--- config.mk ---
export PLATFORM = sky130hd
export DESIGN_NAME = gprm_port
export DESIGN_NICKNAME = d
export VERILOG_FILES = /design/src/rtl/gprm_pkg.sv /design/src/rtl/gprm_port.sv /design/src/rtl/gprm_sync.sv
export SDC_FILE = /design/constraint.sdc
export NUM_CORES = 1
export LEC_CHECK = 0
export BUFFER_PORTS_ARGS = -buffer_cell sky130_fd_sc_hd__buf_2
export CORE_MARGIN = 2
export CORE_UTILIZATION = 40
export DETAILED_ROUTE_END_ITERATION = 7
export PLACE_DENSITY = 0.69
export SKIP_LAST_GASP = 1
export SLEW_MARGIN = 25
export SYNTH_ARGS = -nofsm -noshare
export SYNTH_HDL_FRONTEND = slang
export SYNTH_SLANG_ARGS = --single-unit
--- constraint.sdc ---
create_clock -name clk -period 2.89 [get_ports clk]
set_input_delay 0.578 -clock clk [delete_from_list [all_inputs] [get_ports clk]]
set_output_delay 0.578 -clock clk [all_outputs]
set_load 0.02 [all_outputs]
--- src/rtl/gprm_pkg.sv ---
// Constants and types shared by the general-purpose port block
package gprm_pkg;

    // ------------------------------------------------------------
    // Port geometry
    // ------------------------------------------------------------
    localparam int PORT_WIDTH = 8;
    localparam int BUS_WIDTH = 16;
    localparam int SYNC_STAGES = 2;

    // ------------------------------------------------------------
    // Register selects on the peripheral bus
    // ------------------------------------------------------------
    localparam logic [0:0] SEL_OUTPUT_LATCH = 1'h0;
    localparam logic [0:0] SEL_DIRECTION = 1'h1;

    // ------------------------------------------------------------
    // Reset and read-back values
    // ------------------------------------------------------------
    localparam logic [7:0] LATCH_RESET = 8'h00;
    localparam logic [7:0] DIRECTION_RESET = 8'h00;
    localparam logic [7:0] DIRECTION_READBACK = 8'hff;
    localparam logic [7:0] WORD_LOW_FILL = 8'h00;

    // ------------------------------------------------------------
    // Field positions of a word on the bus
    // ------------------------------------------------------------
    localparam int WORD_HIGH_LSB = 8;
    localparam int BYTE_LSB = 0;

    typedef enum logic [1:0] {
        GPRM_SIZE_BYTE = 2'b01,
        GPRM_SIZE_WORD = 2'b10
    } gprm_size_t;

endpackage

--- src/rtl/gprm_port.sv ---
// Eight-bit bidirectional port with direction register and output latch
//
// Summary of operation
// - A data read returns the sampled pin level for every pin set as input.
// - A data read returns the output latch bit for every pin set as output.
// - The direction register is write-only and reads as all ones, keeping its stored bits.
// - A zero direction bit makes the pin an input, releasing its driver.
// - A one direction bit makes the pin an output driving its latch bit.
// - An output pin drives high for latch one and low for latch zero.
// - A byte write to the data address loads all eight latch bits, inputs included.
// - Access is eight bits wide; a word write stores its upper byte and a word read returns zero in the low byte.
// - Output latch and input pins share one address, writes to the latch, reads merged per bit.
module gprm_port (
    input wire logic clk,
    input wire logic rst_n,
    input wire logic bus_sel,
    input wire logic [0:0] bus_addr,
    input wire logic bus_wr,
    input wire logic bus_rd,
    input wire gprm_pkg::gprm_size_t bus_size,
    input wire logic [gprm_pkg::BUS_WIDTH-1:0] bus_wdata,
    output logic [gprm_pkg::BUS_WIDTH-1:0] bus_rdata,
    output logic bus_rvalid,
    input wire logic [gprm_pkg::PORT_WIDTH-1:0] port_pins_in,
    output logic [gprm_pkg::PORT_WIDTH-1:0] port_pins_out,
    output logic [gprm_pkg::PORT_WIDTH-1:0] port_pins_oe
);

    logic [7:0] port_output_latch;
    logic [7:0] port_direction_reg;
    logic [7:0] next_port_output_latch;
    logic [7:0] next_port_direction_reg;
    logic [gprm_pkg::BUS_WIDTH-1:0] next_bus_rdata;
    logic next_bus_rvalid;
    logic [7:0] pins_synced;
    logic [7:0] write_byte;
    logic [7:0] read_byte;

    // ------------------------------------------------------------
    // Per-bit merge of latch and pin level by direction
    // ------------------------------------------------------------
    function automatic logic [7:0] merge_read(
        input logic [7:0] dir,
        input logic [7:0] latch,
        input logic [7:0] pins
    );
        merge_read = (dir & latch) | (~dir & pins);
    endfunction

    // Pins go straight through a two-stage chain; adds two cycles of latency
    gprm_sync u_sync (
        .clk(clk),
        .rst_n(rst_n),
        .async_in(port_pins_in),
        .sync_out(pins_synced)
    );

    // ------------------------------------------------------------
    // Write path
    // ------------------------------------------------------------
    always_comb begin
        // Word write: only the high byte lands, the low byte is dropped
        if (bus_size == gprm_pkg::GPRM_SIZE_WORD) begin
            write_byte = bus_wdata[gprm_pkg::WORD_HIGH_LSB +: 8];
        end else begin
            write_byte = bus_wdata[gprm_pkg::BYTE_LSB +: 8];
        end
        next_port_output_latch = port_output_latch;
        next_port_direction_reg = port_direction_reg;
        if (bus_sel && bus_wr) begin
            if (bus_addr == gprm_pkg::SEL_OUTPUT_LATCH) begin
                next_port_output_latch = write_byte;
            end else begin
                next_port_direction_reg = write_byte;
            end
        end
    end

    always_ff @(posedge clk) begin
        if (!rst_n) begin
            port_output_latch <= gprm_pkg::LATCH_RESET;
            port_direction_reg <= gprm_pkg::DIRECTION_RESET;
        end else begin
            port_output_latch <= next_port_output_latch;
            port_direction_reg <= next_port_direction_reg;
        end
    end

    // ------------------------------------------------------------
    // Read path
    // ------------------------------------------------------------
    always_comb begin
        // Direction bits cannot be read back, so a bit-modify on it sets all the other bits
        if (bus_addr == gprm_pkg::SEL_DIRECTION) begin
            read_byte = gprm_pkg::DIRECTION_READBACK;
        end else begin
            read_byte = merge_read(port_direction_reg, port_output_latch,
                pins_synced);
        end
        next_bus_rvalid = bus_sel && bus_rd && !bus_wr;
        next_bus_rdata = bus_rdata;
        if (next_bus_rvalid) begin
            if (bus_size == gprm_pkg::GPRM_SIZE_WORD) begin
                next_bus_rdata = {read_byte, gprm_pkg::WORD_LOW_FILL};
            end else begin
                next_bus_rdata = {8'h00, read_byte};
            end
        end
    end

    always_ff @(posedge clk) begin
        if (!rst_n) begin
            bus_rdata <= '0;
            bus_rvalid <= 1'b0;
        end else begin
            bus_rdata <= next_bus_rdata;
            bus_rvalid <= next_bus_rvalid;
        end
    end

    // ------------------------------------------------------------
    // Pin drivers
    // ------------------------------------------------------------
    assign port_pins_out = port_output_latch;
    assign port_pins_oe = port_direction_reg;

endmodule

--- src/rtl/gprm_sync.sv ---
// Two-stage synchroniser for the input pin levels
module gprm_sync (
    input wire logic clk,
    input wire logic rst_n,
    input wire logic [gprm_pkg::PORT_WIDTH-1:0] async_in,
    output logic [gprm_pkg::PORT_WIDTH-1:0] sync_out
);

    logic [gprm_pkg::PORT_WIDTH-1:0] stage [gprm_pkg::SYNC_STAGES];
    logic [gprm_pkg::PORT_WIDTH-1:0] next_stage [gprm_pkg::SYNC_STAGES];

    // ------------------------------------------------------------
    // Shift chain; first stage feeds only the second
    // ------------------------------------------------------------
    always_comb begin
        next_stage[0] = async_in;
        for (int i = 1; i < gprm_pkg::SYNC_STAGES; i++) begin
            next_stage[i] = stage[i-1];
        end
    end

    always_ff @(posedge clk) begin
        for (int i = 0; i < gprm_pkg::SYNC_STAGES; i++) begin
            if (!rst_n) begin
                stage[i] <= '0;
            end else begin
                stage[i] <= next_stage[i];
            end
        end
    end

    assign sync_out = stage[gprm_pkg::SYNC_STAGES-1];

endmodule

Word level (Yosys, flattened, before mapping)
Memory sizes are Yosys's and may differ from the RTL's.
Index checks and enable logic that the tools add are counted.
{ "totals": {"register_bits": 33, "ram_bits": 16, "in_bits": 32, "mem_count": 1} }
{ "classes": {"eq_ne": 1, "muxes": 7, "bitwise_logic": 7, "n_reduce_logical": 6} }
{ "memory_table": {"columns": ["memory", "words", "width", "read_ports", "rd_ports_with_merged_regs", "wr", "line_no", "rtl"], "rows": [
  ["u_sync.stage", 2, 8, 2, 0, 2, "gprm_sync.sv:9", "logic [gprm_pkg::PORT_WIDTH-1:0] stage [gprm_pkg::SYNC_STAGES];"]
]} }
{ "op_table": {"columns": ["op", "n"], "rows": [
  ["2-to-1 mux 8 bit", 4],
  ["AND 8 bit", 2],
  ["2-to-1 mux 16 bit", 1],
  ["inverter 8 bit", 1],
  ["bitwise OR 8 bit", 1],
  ["AND reduction 2 bit", 2],
  ["logical AND 1 bit", 3],
  ["== test 2 bit (second input constant)", 1],
  ["2-to-1 mux 1 bit", 2],
  ["bitwise OR 1 bit", 2],
  ["zero test 1 bit", 1],
  ["inverter 1 bit", 1]
]} }

Depth between registers and ports, before layout
Gate-level depths: netlist of run 1.
{ "depth": {"depth_word": 5, "ltp_mapped": 6, "mapped_depth_nobuf": 3} }

Hierarchy
A second synthesis of run 1 with hierarchy kept.
{ "hier_totals": {"cells_unflattened": 155, "hier_area_um2": 1760.4} }
{ "by_module_without_submodules": {"columns": ["module", "instances", "cells_each", "area_per_inst_um2"], "rows": [
  ["gprm_port", 1, 122, 1313.8],
  ["gprm_sync", 1, 33, 446.7]
]} }

Worst setup path after synthesis of run 1
No wires, ideal clock.
{ "synth_timing": {"path_kind": "input to register", "start": "input bus_addr", "end": "register port_direction_reg[6], in the netlist port_pins_oe[6]", "setup_ns": 0.127, "t_arrival_ns": 1.257, "required_ns": 2.763, "slack_ns": 1.506, "cell_stages": 6, "path_cell_list": "buf_6 and3_1 buf_4 buf_6 o21ai_0 a21oi_1"} }
{ "synth_via": {"elab_chain_cells": 1} }
{ "synth_lines": {"columns": ["element", "line_no", "rtl"], "rows": [
  ["start, declared", "gprm_port.sv:17", "input wire logic [0:0] bus_addr,"],
  ["AND reduction 2 bit (no line)", null, null],
  ["end signal, assigned", "gprm_port.sv:82", "port_direction_reg <= gprm_pkg::DIRECTION_RESET;"],
  ["end signal, assigned", "gprm_port.sv:85", "port_direction_reg <= next_port_direction_reg;"],
  ["end, declared", "gprm_port.sv:30", "logic [7:0] port_direction_reg;"]
]} }
Every way passes these cells.
A chain may end at the register's enable or synchronous reset.

Worst setup path in the final report of run 1
{ "layout_timing": {"start": "register port_output_latch[5], in the netlist port_pins_out[5]", "end": "output port_pins_out[5] (netlist bit)"} }
{ "layout_rtl": {"columns": ["element", "line_no", "rtl"], "rows": [
  ["start, declared", "gprm_port.sv:29", "logic [7:0] port_output_latch;"],
  ["start signal, assigned", "gprm_port.sv:81", "port_output_latch <= gprm_pkg::LATCH_RESET;"],
  ["start signal, assigned", "gprm_port.sv:84", "port_output_latch <= next_port_output_latch;"],
  ["end, declared", "gprm_port.sv:25", "output logic [gprm_pkg::PORT_WIDTH-1:0] port_pins_out,"]
]} }
No word-level cell between the ends.

==> impl_metrics.yaml, run 1 <==
floorplan:
  die_area_um2: 4960
  num_io_pins: 65
  initial_utilization: 0.411
  die-height_um: 70.4
  die_w_um: 70.4
  design.core.area_um2: 4290
  std_cell_rows: 24
status:
  outcome: "complete, no violations"
critical_path:
  worstReg2RegEnd: "bus_rdata[14]"
  worst_path_max_delay_cell: "dfxtp_1"
  critical_path.endpoint: "port_pins_out[5]"
  crit_path_start_kind: "flip-flop"
  cp_data_required_time_ns: 2.31
  timing_worst_setup_path_type: "reg -> out"
  r2r.worst_path.cells: 3
  critical_path.top_delay_family: "flip-flops"
  cp-end-kind: "primary output"
  path_cells: "buf_2"
  worst-r2r-setup-slack_ns: 1.85
  timing.critical_path.depth: 1
  crit_path_max_incr_delay_ns: 0.38
  cp_data_arrival_time_ns: 0.87
  r2r-start: "port_pins_oe[6]"
  crit_start: "port_pins_out[5]"
  critPathBufInv: 1
  crit_fanout: 3
sta:
  highest_achievable_clock_rate_ghz: 0.692
  slew-limit-headroom: 0.593
  finalClockSkew_ns: 0.00610
  timing_max_transition_violations_final: 0
  timing.final.setup_violations: 0
  rsz_0062_raised_after_global_routing: "false"
  transition_time_of_the_tightest_slew_check_pin_ns: 0.611
  setup_tns_ns: 0
  finalWorstPathRequiredPeriod_ns: 1.45
  final_layout_worst_hold_slack_ns: 0.436
  final_hold_viol_count: 0
  timing.final.crit_share: 0.500
grt:
  grt_pass1_wl_um: 5890
  grt_pass1_vias: 1174
  maximum_number_of_pins_on_one_net_before_global_route_repair: 33
  grt_remaining_overflow: 0
  groute.usage.overall: 0.151
  antenna_violations_before_repair: 0
clock_network:
  clk_path_buf_depth: 2
  worstSkewPairLatency_ns: 0.29
  post_cts.resized_instances: 0
  cts_root_buf: "clkbuf_8"
  clock_sink_count: 49
  number_of_setup_buffers_added_after_cts: 0
  cts_htree_levels: 2
  worst_setup_hold_path_clk_slew_ns: 0.08
  cts_inserted_buffers: 5
  tritoncts_clock_tree: "yes"
  ctsHoldBuffers: 0
finish:
  layout.cells.most_common_list: "buf_2, dfxtp_1, and2_1"
  insertedDiodeCount: 0
  drive_gt1_frac: 0.370
  finalNetCount: 250
  leading_cell_type_in_the_layout_fill_and_taps_excluded: "buf_2"
  syn_to_final_growth_pct: 21.9
yosys:
  netlist.area_leader.share: 0.556
  netlist_area_um2: 1760
  synthesis.nets: 188
  yosysTopAreaCell: "dfxtp_1"
  yosysWarningCount: 0
  post_synthesis_sequential_area_ratio: 0.556
  yosys_register_bits: 49
  yosys-top-cells-area: "dfxtp_1, o2bb2ai_1, and2_1"
  post_synth_num_cell_types: 22
  postSynthCellCount: 156
  syn_avg_cell_area_um2: 11.3
drt:
  wl_um: 3620
  firstDrtPassIters: 4
  drt.antenna.violating_nets: 0
  drcViolationCount: 0
  route.detailed.wl_per_inst_um: 13.4
  vias_per_cell: 4.92
  drt_first_iter_violations: 65
  route.vias.total: 1332
power_and_ir_drop:
  vdd_ir_drop_max_mv: 0.410
  p_leak_nw: 0.964
  pwr_density_cell_nw_per_um2: 570
placed_design:
  place_hpwl_um: 2560
  gp_routability_congestion: 0.746
  port_buffers: 64
flow_run:
  total_of_max_cap_violations: 0
min_path:
  cell_count_of_the_worst_hold_path: 1
  holdCritPathClass: "reg -> reg"
## routing by layer
layer / global-route usage / part of all wire / vias up / routed length, um
met1: 0.229 / 0.50 / 585 / 1830
met4: 0.0513 / 0.010 / 0 / 38
met2: 0.201 / 0.40 / 61 / 1440
met5: 0 / 0 / - / 0
li1: - / - / 681 / -
met3: 0.0462 / 0.086 / 5 / 310
## how the worst min path moves through the flow
stage                                   from            endpoint  slack (ns)
after floorplan           u_sync.stage[0][0]  u_sync.stage[1][0]        0.41
after global placement    u_sync.stage[0][2]  u_sync.stage[1][2]        0.41
after detailed placement  u_sync.stage[0][7]  u_sync.stage[1][7]        0.42
after CTS                 u_sync.stage[0][7]  u_sync.stage[1][7]        0.44
after global routing      u_sync.stage[0][7]  u_sync.stage[1][7]        0.45
final                     u_sync.stage[0][6]  u_sync.stage[1][6]        0.44
## logic make-up (layout without fill, tap and decap cells)
| group | count (synthesis) | in the layout | synth area share |
|---|---|---|---|
| muxes | 8 | 8 | 0.0454 |
| AOI/OAI and AO/OA | 57 | 57 | 0.231 |
| and+or+nand+nor | 31 | 31 | 0.114 |
| DFF | 49 | 49 | 0.556 |
| buffers and inverters | 11 | 74 | 0.0532 |
## area by class of cell
| cell class | instances | area [um2] |
|---|---|---|
| well taps | 52 | 65.1 |
| fillers | 410 | 2140 |
| repair buffers | 66 | 335 |
| multi-input cells | 96 | 689 |
| flip-flops and latches | 49 | 981 |
| clock buffers | 8 | 80.1 |
## registers in the layout, indices dropped and copies added (netlist names)
signal and cells:
u_sync.stage 16, port_pins_out 8, bus_rvalid 1, bus_rdata 16, port_pins_oe 8
## where the power goes
| group | switching [mW] | internal [mW] | leakage [nW] |
|---|---|---|---|
| registers | 0.0156 | 0.702 | 0.401 |
| clock network | 0.204 | 0.172 | 0.0395 |
| logic | 0.0771 | 0.0551 | 0.523 |
## synth_stat cells
cell	number
mux2i_1	8
nand2_2	1
nand2_1	1
and3_1	1
buf_8	1
o21ai_2	2
o2bb2ai_1	12
nand2b_1	1
o2bb2ai_2	4
nor2b_1	9
and2_1	16
o21a_1	1
a21oi_1	14
buf_4	3
and4b_4	1
clkbuf_1	3
o21ai_0	14
dfxtp_1	49
a21oi_2	2
and3b_1	1
a211oi_1	8
buf_6	4
## through the flow
step,cells,cell area (um2),utilization,setup slack [ns],total power [mW]
final,271,2150,0.501,1.44,1.23
after global routing,271,2150,0.501,1.39,1.28
after CTS,271,2150,0.501,1.44,1.24
after detailed placement,263,2070,0.482,1.21,0.866
after global placement,263,2070,0.482,1.23,0.865
after floorplan,156,1760,-,1.51,0.819
Note: power is estimated with default switching activity, not from simulation.
==> run 2, diff against run 1 <==
--- a/config.mk
+++ b/config.mk
@@ -9,7 +9,7 @@
 export CORE_MARGIN = 2
 export CORE_UTILIZATION = 40
 export DETAILED_ROUTE_END_ITERATION = 7
-export PLACE_DENSITY = 0.69
+export PLACE_DENSITY = 0.72
 export SKIP_LAST_GASP = 1
 export SLEW_MARGIN = 25
 export SYNTH_ARGS = -nofsm -noshare
==> constraint.sdc (replaced) <==
create_clock -name clk -period 1.2 [get_ports clk]
set_input_delay 0.24 -clock clk [delete_from_list [all_inputs] [get_ports clk]]
set_output_delay 0.24 -clock clk [all_outputs]
set_load 0.02 [all_outputs]
==> run 2 against run 1 <==
- via count rose by 0.23%
- die area did not move
- wire length fell by 1.7%
- global-route usage fell by 0.28 points
- clock skew fell by 0.0014 ns
- non-clock buffer count rose by 8
==> impl_metrics.yaml, run 2 (synthesized netlist as in run 1, its figures left out) <==
critical_path:
  critical_path.top_delay_family: "flip-flops"
  cp-end-kind: "primary output"
  r2r.worst_path.cells: 4
  crit_path_max_incr_delay_ns: 0.39
  crit_start: "port_pins_oe[0]"
  crit_path_start_kind: "flip-flop"
  timing.critical_path.depth: 1
  timing_worst_setup_path_type: "reg -> out"
  cp_data_required_time_ns: 0.96
  worst_path_max_delay_cell: "dfxtp_1"
  worstReg2RegEnd: "bus_rdata[14]"
  critPathBufInv: 1
  crit_fanout: 4
  worst-r2r-setup-slack_ns: 0.18
  r2r-start: "port_pins_oe[6]"
  path_cells: "buf_2"
  critical_path.endpoint: "port_pins_oe[0]"
  cp_data_arrival_time_ns: 0.88
finish:
  area.sequential_um2: 981
  multiInputGateArea_um2: 689
  fillCellCount: 405
  insertedDiodeCount: 0
  finalNetCount: 258
  syn_to_final_growth_pct: 27.4
  finalInstanceArea_um2: 2250
  drive_gt1_frac: 0.401
  layout.cells.most_common_list: "buf_2, dfxtp_1, and2_1"
  layout_top_registers: "bus_rdata: 16 flops, u_sync.stage: 16 flops"
  leading_cell_type_in_the_layout_fill_and_taps_excluded: "buf_2"
drt:
  vias_per_cell: 4.78
  drt_first_iter_violations: 49
  wl_um: 3560
  drt.antenna.violating_nets: 0
  route.vias.total: 1335
  drcViolationCount: 0
  route.detailed.wl_per_inst_um: 12.8
  firstDrtPassIters: 4
status:
  outcome: "complete, no violations"
min_path:
  cell_count_of_the_worst_hold_path: 2
  hp-start: "port_pins_in[0]"
  holdCritPathClass: "in -> reg"
grt:
  maximum_number_of_pins_on_one_net_before_global_route_repair: 31
  grt_pass1_vias: 1165
  groute.usage.overall: 0.149
  antenna_violations_before_repair: 0
  grt_pass1_wl_um: 5670
  grt_remaining_overflow: 0
floorplan:
  initial_utilization: 0.411
  std_cell_rows: 24
  design.core.area_um2: 4290
  die-height_um: 70.4
  num_io_pins: 65
  die_area_um2: 4960
  die_w_um: 70.4
clock_network:
  ctsHoldBuffers: 0
  clock_sink_count: 49
  worst_setup_hold_path_clk_slew_ns: 0.08
  tritoncts_clock_tree: "yes"
  cts_inserted_buffers: 5
  worstSkewPairLatency_ns: 0.30
  clk_path_buf_depth: 2
  post_cts.resized_instances: 0
  number_of_setup_buffers_added_after_cts: 0
  cts_htree_levels: 2
  cts_root_buf: "clkbuf_8"
placed_design:
  place_hpwl_um: 2610
  pre_cts_worst_setup_slack_ns: -0.0304
  post_dp_cell_area_um2: 2130
  gp_routability_congestion: 0.739
  port_buffers: 64
sta:
  highest_achievable_clock_rate_ghz: 0.893
  slew-limit-headroom: 0.602
  finalClockSkew_ns: 0.00474
  rsz_0062_raised_after_global_routing: "false"
  timing.final.setup_violations: 0
  timing_max_transition_violations_final: 0
  final_hold_viol_count: 0
  timing.final.crit_share: 0.934
  transition_time_of_the_tightest_slew_check_pin_ns: 0.597
  worst_setup_margin_ns: 0.0796
  finalWorstPathRequiredPeriod_ns: 1.12
power_and_ir_drop:
  p_leak_nw: 1.02
  vdd_ir_drop_max_mv: 0.690
  pwr_density_cell_nw_per_um2: 1450
flow_run:
  total_of_max_cap_violations: 0
run 2: worst min path at each step:
| stage | endpoint | slack, ns |
|---|---|---|
| floorplan | u_sync.stage[0][0] | 0.37 |
| global route | u_sync.stage[0][1] | 0.13 |
| global placement | u_sync.stage[1][2] | 0.41 |
| finish | u_sync.stage[0][0] | 0.14 |
| detailed placement | u_sync.stage[1][4] | 0.42 |
| CTS | u_sync.stage[0][1] | 0.13 |
run 2: layout make-up:
| class | count | share of cell area |
|---|---|---|
| clock buffers | 7 | 0.0384 |
| clock inverters | 1 | 0.0134 |
| well taps | 52 | 0.0290 |
| repair buffers | 74 | 0.176 |
| multi-input cells | 96 | 0.307 |
| flip-flops and latches | 49 | 0.437 |
run 2: where the power goes:
| group | internal, mW | switching (mW) |
|---|---|---|
| Sequential | 1.69 | 0.0386 |
| Combinational | 0.149 | 0.186 |
| Clock | 0.679 | 0.507 |
| Total | 2.52 | 0.732 |
run 2: layer usage:
| layer | up-vias | track usage | share of wire |
|---|---|---|---|
| met4 | 0 | 0.0769 | 0.022 |
| met3 | 8 | 0.0476 | 0.078 |
| met2 | 53 | 0.197 | 0.41 |
| met5 | - | 0 | 0 |
| met1 | 577 | 0.212 | 0.49 |
| li1 | 697 | - | - |
run 2: stage by stage:
stage / total power [mW] / instances / setup TNS, ns / util / hold slack [ns]
floorplan: 1.97 / 156 / 0 / - / 0.367
global placement: 2.10 / 271 / -0.0124 / 0.496 / 0.414
detailed placement: 2.11 / 271 / -0.0891 / 0.496 / 0.417
CTS: 3.30 / 279 / 0 / 0.523 / 0.126
global route: 3.38 / 279 / 0 / 0.523 / 0.134
finish: 3.25 / 279 / 0 / 0.523 / 0.138
==> run 3, diff against run 2 <==
--- a/config.mk
+++ b/config.mk
@@ -5,11 +5,13 @@
 export SDC_FILE = /design/constraint.sdc
 export NUM_CORES = 1
 export LEC_CHECK = 0
+export ABC_AREA = 1
 export BUFFER_PORTS_ARGS = -buffer_cell sky130_fd_sc_hd__buf_2
 export CORE_MARGIN = 2
 export CORE_UTILIZATION = 40
+export CTS_BUF_LIST = sky130_fd_sc_hd__clkbuf_8
 export DETAILED_ROUTE_END_ITERATION = 7
-export PLACE_DENSITY = 0.72
+export PLACE_DENSITY = 0.71
 export SKIP_LAST_GASP = 1
 export SLEW_MARGIN = 25
 export SYNTH_ARGS = -nofsm -noshare
==> run 3 against run 2 <==
- the run now ends with design-rule violations left
- clock power shrank 12%
- sequential cell count stayed put
- critical path depth did not move
- area after synthesis grew 6.6%
- clock skew hardly changed
- critical path type unchanged
- final area increased by 5.3%
- power down 3.3%
- non-clock buffer count is 5 lower
- fmax increased by 1.9%
==> impl_metrics.yaml, run 3 <==
critical_path:
  crit_fanout: 3
  timing.critical_path.depth: 1
  r2r-start: "port_pins_oe[7]"
  worst_path_max_delay_cell: "dfxtp_1"
  r2r.worst_path.cells: 5
  cp-end-kind: "primary output"
  worstReg2RegEnd: "bus_rdata[15]"
  cp_data_arrival_time_ns: 0.86
  path_cells: "buf_2"
  cp_data_required_time_ns: 0.96
  worst-r2r-setup-slack_ns: 0.30
  crit_path_max_incr_delay_ns: 0.37
  critPathBufInv: 1
  timing_worst_setup_path_type: "reg -> out"
  crit_path_start_kind: "flip-flop"
  critical_path.top_delay_family: "flip-flops"
  critical_path.endpoint: "port_pins_out[2]"
  crit_start: "port_pins_out[2]"
grt:
  grt_busiest_layer: "met2"
  antenna_violations_before_repair: 0
  use_met1: 0.224
  grt.met2_usage: 0.279
  maximum_number_of_pins_on_one_net_before_global_route_repair: 25
  grt_remaining_overflow: 0
  grt_pass1_wl_um: 7110
  groute.usage.overall: 0.178
  grt_pass1_vias: 1549
  use_met3: 0.0722
floorplan:
  die_w_um: 72.6
  die_area_um2: 5270
  die-height_um: 72.6
  design.core.area_um2: 4440
  std_cell_rows: 24
  num_io_pins: 65
  initial_utilization: 0.423
drt:
  firstDrtPassIters: 6
  drcViolationCount: 1
  vias_per_cell: 4.53
  route.detailed.wl_per_inst_um: 11.4
  drt.antenna.violating_nets: 0
  wl_um: 4280
  drt_first_iter_violations: 43
  route.vias.total: 1705
yosys:
  synthArstFlopShare: 0
  yosysTopAreaCell: "dfxtp_1"
  synthesis.nets: 285
  post_synthesis_sequential_area_ratio: 0.522
  netlist.area_leader.share: 0.522
  yosys-top-cells-area: "dfxtp_1, nand2_1, inv_1"
  netlist_area_um2: 1880
  top_ff_cell_synth: "dfxtp_1"
  number_of_enable_type_register_cells_in_the_synthesized_netlist: 0
  postSynthCellCount: 253
  post_synth_most_frequent_cells: "nand2_1, dfxtp_1, inv_1, a21oi_1, nor2_1"
  syn_avg_cell_area_um2: 7.43
  yosys_register_bits: 49
  post_synth_num_cell_types: 17
  yosysMostFrequentCell: "nand2_1"
  yosysWarningCount: 0
clock_network:
  cts_inserted_buffers: 5
  tritoncts_clock_tree: "yes"
  ctsHoldBuffers: 0
  clock_sink_count: 49
  cts_root_buf: "clkbuf_8"
  cts_htree_levels: 2
  number_of_setup_buffers_added_after_cts: 0
  clk_path_buf_depth: 2
  post_cts.resized_instances: 0
  worst_setup_hold_path_clk_slew_ns: 0.08
  worstSkewPairLatency_ns: 0.30
sta:
  transition_time_of_the_tightest_slew_check_pin_ns: 0.369
  rsz_0062_raised_after_global_routing: "false"
  highest_achievable_clock_rate_ghz: 0.910
  slew-limit-headroom: 0.754
  timing.final.setup_violations: 0
  finalWorstPathRequiredPeriod_ns: 1.10
  final_hold_viol_count: 0
  finalClockSkew_ns: 0.00471
  timing.final.crit_share: 0.916
  timing_max_transition_violations_final: 0
  setup_tns_ns: 0
  worst_setup_margin_ns: 0.101
power_and_ir_drop:
  p_int_mw: 2.35
  combPwrFrac: 0.118
  switching_power_mw: 0.797
  vdd_ir_drop_max_mv: 0.679
  power.switching_fraction: 0.253
  pwr_density_cell_nw_per_um2: 1330
  clockPowerShare: 0.334
  part_of_the_total_power_dissipated_in_sequential_elements: 0.548
  p_leak_nw: 1.28
finish:
  drive_gt1_frac: 0.275
  syn_to_final_growth_pct: 25.9
  layout_top_registers: "bus_rdata: 16 flops, u_sync.stage: 16 flops"
  leading_cell_type_in_the_layout_fill_and_taps_excluded: "nand2_1"
  insertedDiodeCount: 0
  layout.cells.most_common_list: "nand2_1, buf_2, dfxtp_1"
  finalNetCount: 355
placed_design:
  place_hpwl_um: 3080
  pre_cts_worst_setup_slack_ns: 0.0994
  gp_routability_congestion: 0.803
  port_buffers: 64
status:
  violations_in_the_final_reports: "design-rule violations"
  outcome: "finished, violations left"
flow_run:
  total_of_max_cap_violations: 0
min_path:
  holdCritPathClass: "in -> reg"
==> run 3: cell count changes after synthesis, moves of 9 or more <==
cell and change:
o2bb2ai_1 -12, inv_1 +35, nor2_1 +17, nand2_1 +87, and2_1 -16, nor2b_1 -9
==> run 3: per-layer routing <==
layer  up-vias  wire length (um)  share of wire
met4         0                38         0.0089
met1       739              1970           0.46
li1        912                 -              -
met2        49              2000           0.47
met5         -                 0              0
met3         5               276          0.065
==> run 3: worst min-delay path by stage <==
stage                             from            endpoint  depth (start not counted)
detailed placement  u_sync.stage[0][2]  u_sync.stage[1][2]                          2
floorplan              port_pins_in[0]  u_sync.stage[0][0]                          2
CTS                    port_pins_in[6]  u_sync.stage[0][6]                          3
global placement    u_sync.stage[0][7]  u_sync.stage[1][7]                          2
global route           port_pins_in[6]  u_sync.stage[0][6]                          3
finish                 port_pins_in[6]  u_sync.stage[0][6]                          3
==> run 3: kinds of logic (layout without fill, tap and decap cells) <==
family                 Yosys count  after routing  synth area share
AOI/OAI and AO/OA               40             40             0.110
and+or+nand+nor                120            120             0.272
DFF                             49             49             0.522
buffers and inverters           44            115            0.0958
==> run 3: area by class of cell <==
| class | instances | area [um2] |
|---|---|---|
| Clock buffer | 7 | 96.3 |
| Clock inverter | 1 | 5.00 |
| Fill cell | 464 | 2080 |
| Inverter | 38 | 143 |
| Multi-Input combinational cell | 160 | 719 |
| Sequential cell | 49 | 981 |
| Tap cell | 52 | 65.1 |
| Timing Repair Buffer | 69 | 358 |
==> run 3: worst min-delay path, delay by kind of cell <==
kind / cells / cell delay, ns
simple gates: 1 / 0.04
buf+inv: 2 / 0.11
==> run 3: per-stage QoR <==
stage | cell area [um2] | util | cells | power (mW) | hold slack, ns
finish | 2370 | 0.533 | 376 | 3.14 | 0.111
global placement | 2270 | 0.510 | 368 | 2.13 | 0.392
CTS | 2370 | 0.533 | 376 | 3.17 | 0.0999
detailed placement | 2270 | 0.510 | 368 | 2.13 | 0.396
global route | 2370 | 0.533 | 376 | 3.30 | 0.105
floorplan | 1880 | - | 253 | 1.98 | 0.338
==> run 3: power groups by stage <==
stage               logic (mW)  clock network (mW)  registers (mW)
floorplan                0.174                   0            1.81
global placement         0.369                   0            1.76
detailed placement       0.373                   0            1.76
CTS                      0.374                1.08            1.72
global route             0.419                1.15            1.73
finish                   0.371                1.05            1.72
